===== src/design/ssq_pkg.sv =====
// Shared constants for the serial converter sequencer
package ssq_pkg;
	localparam int RES_BITS = 8;
	localparam int CNT_W = 4;
	localparam logic [CNT_W-1:0] CLK_FIRST = 4'h1;
	localparam logic [CNT_W-1:0] CLK_SAMPLE = 4'h3;
	localparam logic [CNT_W-1:0] CLK_LAST_DECIDE = 4'hA;
	localparam logic [CNT_W-1:0] CLK_LAST = 4'hC;
	localparam int FIFO_DEPTH = 8;
	localparam int SYS_CLK_HZ = 25000000;
	localparam int SYS_CLK_NS = 1000000000 / SYS_CLK_HZ;
	localparam logic [RES_BITS-1:0] CODE_ZERO = 8'h00;
	localparam logic SC_IDLE_LEVEL = 1'b1;
	typedef enum logic [1:0] {
		ST_IDLE,
		ST_CONV,
		ST_PUSH
	} ssq_state_t;
endpackage : ssq_pkg


===== src/design/ssq_fifo.sv =====
// Result word FIFO with valid/ready on both sides
module ssq_fifo #(
	parameter int WIDTH = 8,
	parameter int DEPTH = 8
) (
	input wire logic clk,
	input wire logic rst,
	input wire logic in_valid,
	output logic in_ready,
	input wire logic [WIDTH-1:0] in_data,
	output logic out_valid,
	input wire logic out_ready,
	output logic [WIDTH-1:0] out_data
);
	localparam int AW = $clog2(DEPTH);
	logic [WIDTH-1:0] mem [DEPTH];
	logic [AW-1:0] wr_ptr_q;
	logic [AW-1:0] rd_ptr_q;
	logic [AW:0] count_q;
	wire push = in_valid && in_ready;
	wire pop = out_valid && out_ready;
	localparam logic [AW:0] FULL_COUNT = (AW + 1)'(DEPTH);

	assign in_ready = count_q != FULL_COUNT;
	assign out_valid = count_q != '0;
	assign out_data = mem[rd_ptr_q];

	always_ff @(posedge clk) begin
		if (push) begin
			mem[wr_ptr_q] <= in_data;
		end
	end

	always_ff @(posedge clk or posedge rst) begin
		if (rst) begin
			wr_ptr_q <= '0;
			rd_ptr_q <= '0;
			count_q <= '0;
		end else begin
			if (push) begin
				wr_ptr_q <= (wr_ptr_q == AW'(DEPTH - 1)) ? '0 : wr_ptr_q + 1'b1;
			end
			if (pop) begin
				rd_ptr_q <= (rd_ptr_q == AW'(DEPTH - 1)) ? '0 : rd_ptr_q + 1'b1;
			end
			if (push && !pop) begin
				count_q <= count_q + 1'b1;
			end else if (pop && !push) begin
				count_q <= count_q - 1'b1;
			end
		end
	end
endmodule : ssq_fifo


===== src/design/ssq_sequencer.sv =====
// Conversion sequencer and serial readout of an 8-bit successive-approximation converter
// Notes on behaviour
// - Each conversion takes exactly twelve clocks from the first conversion clock.
// - Start line held low begins a conversion at the third rising clock edge.
// - Output is driven low from conversion start until the first result bit.
// - Clocks one and two track; the input is sampled at the end of clock three.
// - Clocks three to ten resolve eight bits by successive approximation, MSB first.
// - Each bit appears as soon as decided, one per clock, through the LSB.
// - Start line high after the last bit: output floats, block idles until low again.
// - Start low by the end of clock ten: output low, next conversion follows at once.
// - Every bit but the last holds for one full clock period.
// - LSB stays only through clock twelve, as the next conversion may start then.
// - Result is unsigned straight binary: bottom gives zeros, full scale all ones.
// - Input is tracked until sampled at clock three; later changes have no effect.
// - In free-running operation the output stays driven low between conversions while the FIFO has room.
// - A full FIFO at clock twelve holds it driven low until room, then floats it for at least a clock via idle.
module ssq_sequencer
	import ssq_pkg::*;
(
	input wire logic sys_clk,
	input wire logic rst,
	input wire logic start_convert_n,
	input wire logic [RES_BITS-1:0] analog_code,
	output logic serial_data,
	output logic serial_data_oe,
	output logic result_valid,
	input wire logic result_ready,
	output logic [RES_BITS-1:0] result_data
);
	ssq_state_t state_q, state_d;
	logic sc_meta_q, sc_sync_q;
	logic [RES_BITS-1:0] ain_meta_q, ain_sync_q;
	logic [RES_BITS-1:0] sample_q, sample_d;
	logic [RES_BITS-1:0] sar_q, sar_d;
	logic [CNT_W-1:0] cnt_q, cnt_d;
	logic dout_q, dout_d;
	logic oe_q, oe_d;
	logic armed_q;
	logic fifo_ready;

	// Bit position decided in a given conversion clock
	function automatic logic [2:0] bit_index(input logic [CNT_W-1:0] c);
		bit_index = 3'(CLK_LAST_DECIDE - c);
	endfunction : bit_index

	wire sc_low = !sc_sync_q;
	wire at_sample = (state_q == ST_CONV) && (cnt_q == CLK_SAMPLE);
	wire deciding = (state_q == ST_CONV) && (cnt_q >= CLK_SAMPLE) && (cnt_q <= CLK_LAST_DECIDE);
	wire at_last = (state_q == ST_CONV) && (cnt_q == CLK_LAST);
	// Live input in the sample clock, held sample otherwise
	wire [RES_BITS-1:0] cmp_src = at_sample ? ain_sync_q : sample_q;
	wire [RES_BITS-1:0] trial = sar_q | (RES_BITS'(1) << bit_index(cnt_q));
	wire bit_dec = trial <= cmp_src;
	// Start only with room for the result; a full FIFO holds the block idle
	wire start_ok = armed_q && sc_low && fifo_ready;
	wire push_valid = at_last || (state_q == ST_PUSH);

	always_comb begin
		state_d = state_q;
		cnt_d = cnt_q;
		sample_d = sample_q;
		sar_d = sar_q;
		dout_d = dout_q;
		oe_d = oe_q;
		case (state_q)
			ST_IDLE: begin
				oe_d = 1'b0;
				if (start_ok) begin
					state_d = ST_CONV;
					cnt_d = CLK_FIRST;
					sar_d = CODE_ZERO;
					dout_d = 1'b0;
					oe_d = 1'b1;
				end
			end
			ST_CONV: begin
				cnt_d = cnt_q + 1'b1;
				if (at_sample) begin
					sample_d = ain_sync_q;
				end
				if (deciding) begin
					sar_d = bit_dec ? trial : sar_q;
					dout_d = bit_dec;
				end
				if (at_last) begin
					// LSB leaves here, so it stands only through clock twelve
					if (!fifo_ready) begin
						state_d = ST_PUSH;
						dout_d = 1'b0;
					end else if (sc_low) begin
						cnt_d = CLK_FIRST;
						sar_d = CODE_ZERO;
						dout_d = 1'b0;
					end else begin
						state_d = ST_IDLE;
						dout_d = 1'b0;
						oe_d = 1'b0;
					end
				end
			end
			ST_PUSH: begin
				if (fifo_ready) begin
					state_d = ST_IDLE;
					oe_d = 1'b0;
				end
			end
			default: begin
				state_d = ST_IDLE;
				oe_d = 1'b0;
			end
		endcase
	end

	// Start line resets away from idle, so only a real high on the pin can arm
	always_ff @(posedge sys_clk or posedge rst) begin
		if (rst) begin
			sc_meta_q <= ~SC_IDLE_LEVEL;
			sc_sync_q <= ~SC_IDLE_LEVEL;
			ain_meta_q <= CODE_ZERO;
			ain_sync_q <= CODE_ZERO;
		end else begin
			sc_meta_q <= start_convert_n;
			sc_sync_q <= sc_meta_q;
			ain_meta_q <= analog_code;
			ain_sync_q <= ain_meta_q;
		end
	end

	// Armed once the start line is seen high, so a line stuck low at reset starts nothing
	always_ff @(posedge sys_clk or posedge rst) begin
		if (rst) begin
			armed_q <= 1'b0;
		end else if (sc_sync_q) begin
			armed_q <= 1'b1;
		end
	end

	always_ff @(posedge sys_clk or posedge rst) begin
		if (rst) begin
			state_q <= ST_IDLE;
			cnt_q <= '0;
			sample_q <= CODE_ZERO;
			sar_q <= CODE_ZERO;
			dout_q <= 1'b0;
			oe_q <= 1'b0;
		end else begin
			state_q <= state_d;
			cnt_q <= cnt_d;
			sample_q <= sample_d;
			sar_q <= sar_d;
			dout_q <= dout_d;
			oe_q <= oe_d;
		end
	end

	assign serial_data = dout_q;
	assign serial_data_oe = oe_q;

	ssq_fifo #(
		.WIDTH(RES_BITS),
		.DEPTH(FIFO_DEPTH)
	) u_fifo (
		.clk(sys_clk),
		.rst(rst),
		.in_valid(push_valid),
		.in_ready(fifo_ready),
		.in_data(sar_q),
		.out_valid(result_valid),
		.out_ready(result_ready),
		.out_data(result_data)
	);
endmodule : ssq_sequencer


===== config.mk =====
export PLATFORM = sky130hd
export DESIGN_NAME = ssq_sequencer
export DESIGN_NICKNAME = d
export VERILOG_FILES = /design/src/design/ssq_pkg.sv /design/src/design/ssq_fifo.sv /design/src/design/ssq_sequencer.sv
export SDC_FILE = /design/constraint.sdc
export NUM_CORES = 1
export LEC_CHECK = 0
export CAP_MARGIN = 20
export CORE_ASPECT_RATIO = 0.6
export CORE_MARGIN = 5
export CORE_UTILIZATION = 60
export CTS_BUF_LIST = sky130_fd_sc_hd__clkbuf_4
export CTS_CLUSTER_SIZE = 16
export DETAILED_ROUTE_END_ITERATION = 8
export DONT_BUFFER_PORTS = 1
export GPL_TIMING_DRIVEN = 0
export PLACE_DENSITY = 0.82
export SYNTH_ARGS = -nofsm -noshare
export SYNTH_HDL_FRONTEND = slang
export SYNTH_SLANG_ARGS = --single-unit

===== constraint.sdc =====
create_clock -name sys_clk -period 8.8 [get_ports sys_clk]
set_input_delay 0.44 -clock sys_clk [delete_from_list [all_inputs] [get_ports sys_clk]]
set_output_delay 0.44 -clock sys_clk [all_outputs]
set_load 0.1 [all_outputs]

* After elaboration in Yosys (flattened, before gate mapping)
Memory sizes are Yosys's and may differ from the RTL's. Cells that the tools add are included.
Word-level totals: register bits after elaboration 53, memory bits (writable) 64, input bits 12, logic and storage cells 97, memories kept 1
Cells by class: add/subtract/negate cells 6, $lt $le $gt $ge 3, eq/ne operators 14, shift operators 1, muxes and demuxes 35, bitwise gates (word level) 1, reduce and logical (&&, ||, !) cells 22
Memories:
- u_fifo.mem | words 8, width 8, rd ports 1, clocked after Yosys merged registers in 0, write ports 1, line ssq_fifo.sv:16 | logic [WIDTH-1:0] mem [DEPTH];
Operators by type and width (number):
- 2-to-1 mux 8 bit | 7
- 2-to-1 mux 4 bit | 6
- case mux 8 bit (2 select lines) | 1
- logical AND 1 bit | 10
- 2-to-1 mux 1 bit | 10
- 2-to-1 mux 2 bit | 5
- != test 2 bit (second input constant) | 5
- adder 4 x 1 -> 4 bit (second input constant) | 2
- <= comparator 8 bit | 1
- bitwise OR 8 bit | 1
- case mux 4 bit (2 select lines) | 1
- AND reduction 4 bit | 2
- << shifter 1 x 3 -> 8 bit (first input constant) | 1
- adder 3 x 1 -> 3 bit (second input constant) | 2
- == test 3 bit (second input constant) | 2
- 2-to-1 mux 3 bit | 2
- != test 3 bit (second input constant) | 2
- case mux 2 bit (3 select lines) | 1
- == test 4 x 2 -> 1 bit (second input constant) | 1
- == test 4 bit (second input constant) | 1
- greater-or-equal comparator 4 x 2 -> 1 bit (second input constant) | 1
- <= comparator 4 bit (second input constant) | 1
- != test 4 bit (second input constant) | 1
- nonzero test 2 bit | 2
- 12 further kinds | 14

* Longest topological paths before layout
word-level depth 10, mapped depth 15, mapped depth without buffers 14

* Modules after synthesis
Synthesis repeated with hierarchy kept, for this count alone.
Unflattened totals: cells, all modules 323, area, all modules 5170.0 µm²
Modules (own cells, without submodules):
- ssq_fifo | times used 1, cells an instance 157, area an instance 3155.5 µm²
- ssq_sequencer | times used 1, cells an instance 166, area an instance 2014.4 µm²

* Worst setup path before layout
No wires, ideal clock.
path kind reg2reg, from reg u_fifo.count_q[0], to reg u_fifo.count_q[3], setup time 125 ps, arrival 2940 ps, required time 8675 ps, slack 5735 ps, stages on the path, launching flop included 11, buffers on the path 0, clock period less this slack 3065 ps, cell sequence dfrtp_1 > or4_1 > nand2_1 > ha_1 > inv_1 > ha_1 > a21o_1 > a21oi_1 > xnor2_1 > nor2_1 > xor2_1
Between the ends: cells in the longest elaborated chain, start to end 5, elaborated cells between the ends (all ways) 13, classes of those cells add/sub: 2; eq/ne: 1; mux: 2; reduce/logical: 8
Ends and longest elaborated chain:
- start: declaration | line ssq_fifo.sv:19 | logic [AW:0] count_q;
- start signal: assignment | line ssq_fifo.sv:47 | count_q <= count_q + 1'b1;
- start signal: assignment | line ssq_fifo.sv:49 | count_q <= count_q - 1'b1;
- nonzero test 4 bit * | line ssq_fifo.sv:25 | assign out_valid = count_q != '0;
- named net result_valid | line ssq_sequencer.sv:26 | output logic result_valid,
- logical AND 1 bit * | line ssq_fifo.sv:21 | wire pop = out_valid && out_ready;
- zero test 1 bit | line ssq_fifo.sv:46 | if (push && !pop) begin
- logical AND 1 bit | line ssq_fifo.sv:46
- 2-to-1 mux 4 bit or nonzero test 2 bit (tied branches)
The timed path passes the listed nets; every way through them passes the cells marked *. The select of a mux whose other input is x is not followed. A chain may end at the register's enable or synchronous reset.

* Worst setup path in the final report
Ends and elaborated chain as after synthesis.

==> impl_metrics.json <==
{
  "seqCellArea_um2": 3250,
  "yosysTopAreaCellShare": 0.393,
  "fmax_mhz": 301,
  "reg2reg_to": "u_fifo.count_q[3]",
  "synth.largest_area_cell": "edfxtp_1",
  "dieArea_um2": 10100,
  "ys.warnings.count": 0,
  "drt-total-wl_um": 8810,
  "nets": 371,
  "clock-sinks": 117,
  "fin_crit_sh": 0.377,
  "yosysMostFrequentCell": "edfxtp_1",
  "dieWidth_um": 127,
  "cts_root_buf": "clkbuf_4",
  "finalClockSkew_ns": 0.0129,
  "synthTopCellsByCount": "edfxtp_1 (64), dfrtp_1 (53), ha_1 (20), mux4_2 (16), mux2_2 (15)",
  "grt_first_pass_wirelength_um": 14600,
  "hold-path-endpoint": "u_fifo.rd_ptr_q[1]",
  "io_pins": 23,
  "finalHoldViolations": 0,
  "n_fill_cell": 517,
  "synth_enable_flop_cells": 64,
  "outcome": "finished clean",
  "setup_viol": 0,
  "path_clk_slew_ns": 0.10,
  "dp_hpwl_um": 6110,
  "synth_seq_cells": 117,
  "holdCritPathClass": "in2reg",
  "gp_congestion": 0.862,
  "cp-end-kind": "register",
  "via_count": 2690,
  "ys.flop_type": "edfxtp_1",
  "dp.cells": 417,
  "multiInputGateArea_um2": 1540,
  "core_um2": 7910,
  "area_growth_pct": 12.0,
  "synthTopCellsByArea": "edfxtp_1 (39%), dfrtp_1 (27%), mux4_2 (7.4%)",
  "cp_num_buf_inv": 1,
  "rsz0062_at_grt": "false",
  "worstSetupPathType": "reg2reg",
  "cts_made_buffers": 17,
  "critPathMostFrequentCell": "ha_1",
  "holdCritStartpoint": "result_ready",
  "cts_tree": "yes",
  "syn-cell-area_um2": 4890,
  "drc": 0,
  "num_rows": 25,
  "die_h_um": 79.9,
  "clockBufferDepth": 2,
  "relSlewSlack": 0.357,
  "ant_nets": 0,
  "slew_violations": 0,
  "initial_utilization": 0.617,
  "r2r_slack_ns": 5.48,
  "max_cap_viol_count": 0,
  "post_cts_buffers": 0,
  "crit_fanout": 6,
  "gr-total-overflow": 0,
  "final_cells": 459,
  "place_worst_setup_slack_ns": 5.53,
  "whs_path_depth": 2,
  "first_iter_violations": 180,
  "viasPerCell": 5.86,
  "grt_use_total": 0.194,
  "ctsHoldBuffers": 10,
  "grt_start_max_net_pins": 34,
  "dr.pass1.iters": 4,
  "r2r_cells": 10,
  "synth_cell_type_count": 46,
  "h-tree-depth": 4,
  "slowest_delay_ns": 1.01,
  "synth-seq-area-share": 0.665,
  "antenna_found_initial": 0,
  "fin_tns_setup_ns": 0,
  "cp_num_cells": 10,
  "grt_pass1_vias": 2809,
  "cp-start-kind": "register",
  "clk_latency_ns": 0.50,
  "cts_resized": 0,
  "arrival_ns": 3.71,
  "drive_gt1_frac": 0.214,
  "cpMaxStageDelayCell": "or4_1",
  "worst_pin_slew_ns": 0.965,
  "syn_area_per_cell_um2": 16.1,
  "fin_crit_ns": 3.32,
  "crit_required_ns": 9.20,
  "crit_family": "simple AND/OR/NAND/NOR gates",
  "synthArstFlopShare": 0.453,
  "wl_per_cell_um": 19.2,
  "synth_nets": 336,
  "path_cells": "or4_1 > nand2_1 > ha_1 > inv_1 > ha_1 > a21o_1 > a21oi_1 > xnor2_1 > nor2_1 > xor2_1",
  "synth_cells": 303,
  "finalWorstSetupSlack_ns": 5.48,
  "r2r_start": "u_fifo.count_q[0]",
  "io_buffers": 0
}
## state kept, by name, summed over array words and instances (netlist names), 4 cells and up
| signal | count |
|---|---|
| ain_sync_q | 8 |
| sar_q | 8 |
| ain_meta_q | 8 |
| u_fifo.count_q | 4 |
| u_fifo.mem | 64 |
| cnt_q | 4 |
| sample_q | 8 |
## cell usage in the layout, fill, tap and decap left out, types with 2 or more instances in the layout
master and count:
ha_1 20, a211oi_1 3, clkinv_1 7, dfrtp_1 53, mux4_2 16, clkbuf_1 2
o21ai_0 8, a22o_1 8, inv_1 12, clkbuf_4 17, nor2_1 14, edfxtp_1 64
nand2_1 11, xor2_1 2, nand2b_1 5, nand3b_1 2, buf_4 3, or2_2 2
mux2_2 15, bufinv_16 4, a21oi_1 7, xnor2_1 4, mux2i_1 6, a21o_1 10
nor3_1 7, dlygate4sd3_1 10, clkinvlp_4 2, buf_2 6, buf_6 2, o31ai_1 2
a31oi_1 3
## worst register-to-register path, stage by stage (launching register included)
cell and delay [ns]:
dfrtp_1 0.47, or4_1 1.01, nand2_1 0.39, ha_1 0.24, inv_1 0.10, ha_1 0.27, a21o_1 0.18, a21oi_1 0.20
xnor2_1 0.14, nor2_1 0.06, xor2_1 0.14
## layout make-up
type | count | area share
tap | 108 | 0.0247
inverter | 13 | 0.00891
timing repair buffer | 16 | 0.0274
clock inverter | 14 | 0.0304
multi-input combinational | 164 | 0.281
clock buffer | 17 | 0.0233
buffer | 9 | 0.0103
sequential | 117 | 0.593
antenna | 1 | 0.000457
## how the worst max path moves through the flow
| stage | start | end |
|---|---|---|
| final | u_fifo.count_q[0] | u_fifo.count_q[3] |
| after global routing | u_fifo.count_q[0] | u_fifo.count_q[3] |
| after CTS | u_fifo.rd_ptr_q[1] | result_data[4] |
| after detailed placement | u_fifo.count_q[0] | u_fifo.count_q[3] |
| after global placement | cnt_q[1] | u_fifo.mem[0][4] |
| after floorplan | u_fifo.count_q[0] | u_fifo.count_q[3] |
## through the flow
step,hold slack [ns],utilization,instance area [um2]
2_1_floorplan,0.331,-,4890
3_3_place_gp,0.334,0.634,5020
3_5_place_dp,0.336,0.642,5080
4_1_cts,0.225,0.691,5470
5_1_grt,0.280,0.691,5470
6_report,0.245,0.692,5470
## cells by family after synthesis
logic type / after synthesis / share of synthesized area
buffers and inverters: 22 / 0.0215
and+or+nand+nor: 53 / 0.0576
adders and majority gates: 21 / 0.0553
xor gates and xnor gates: 6 / 0.0108
AOI/OAI and AO/OA: 46 / 0.0666
muxes: 38 / 0.123
DFF: 117 / 0.665
## routing by layer
layer	vias to the layer above	wire, um	global-route usage
met1	1365	4120	0.275
met4	0	193	0.0835
met5	-	0	0
li1	1227	-	-
met3	22	491	0.0528
met2	76	4000	0.286
Power is not shown: default switching activity piles up to over one toggle a cycle in this logic, so the estimate is an artifact.
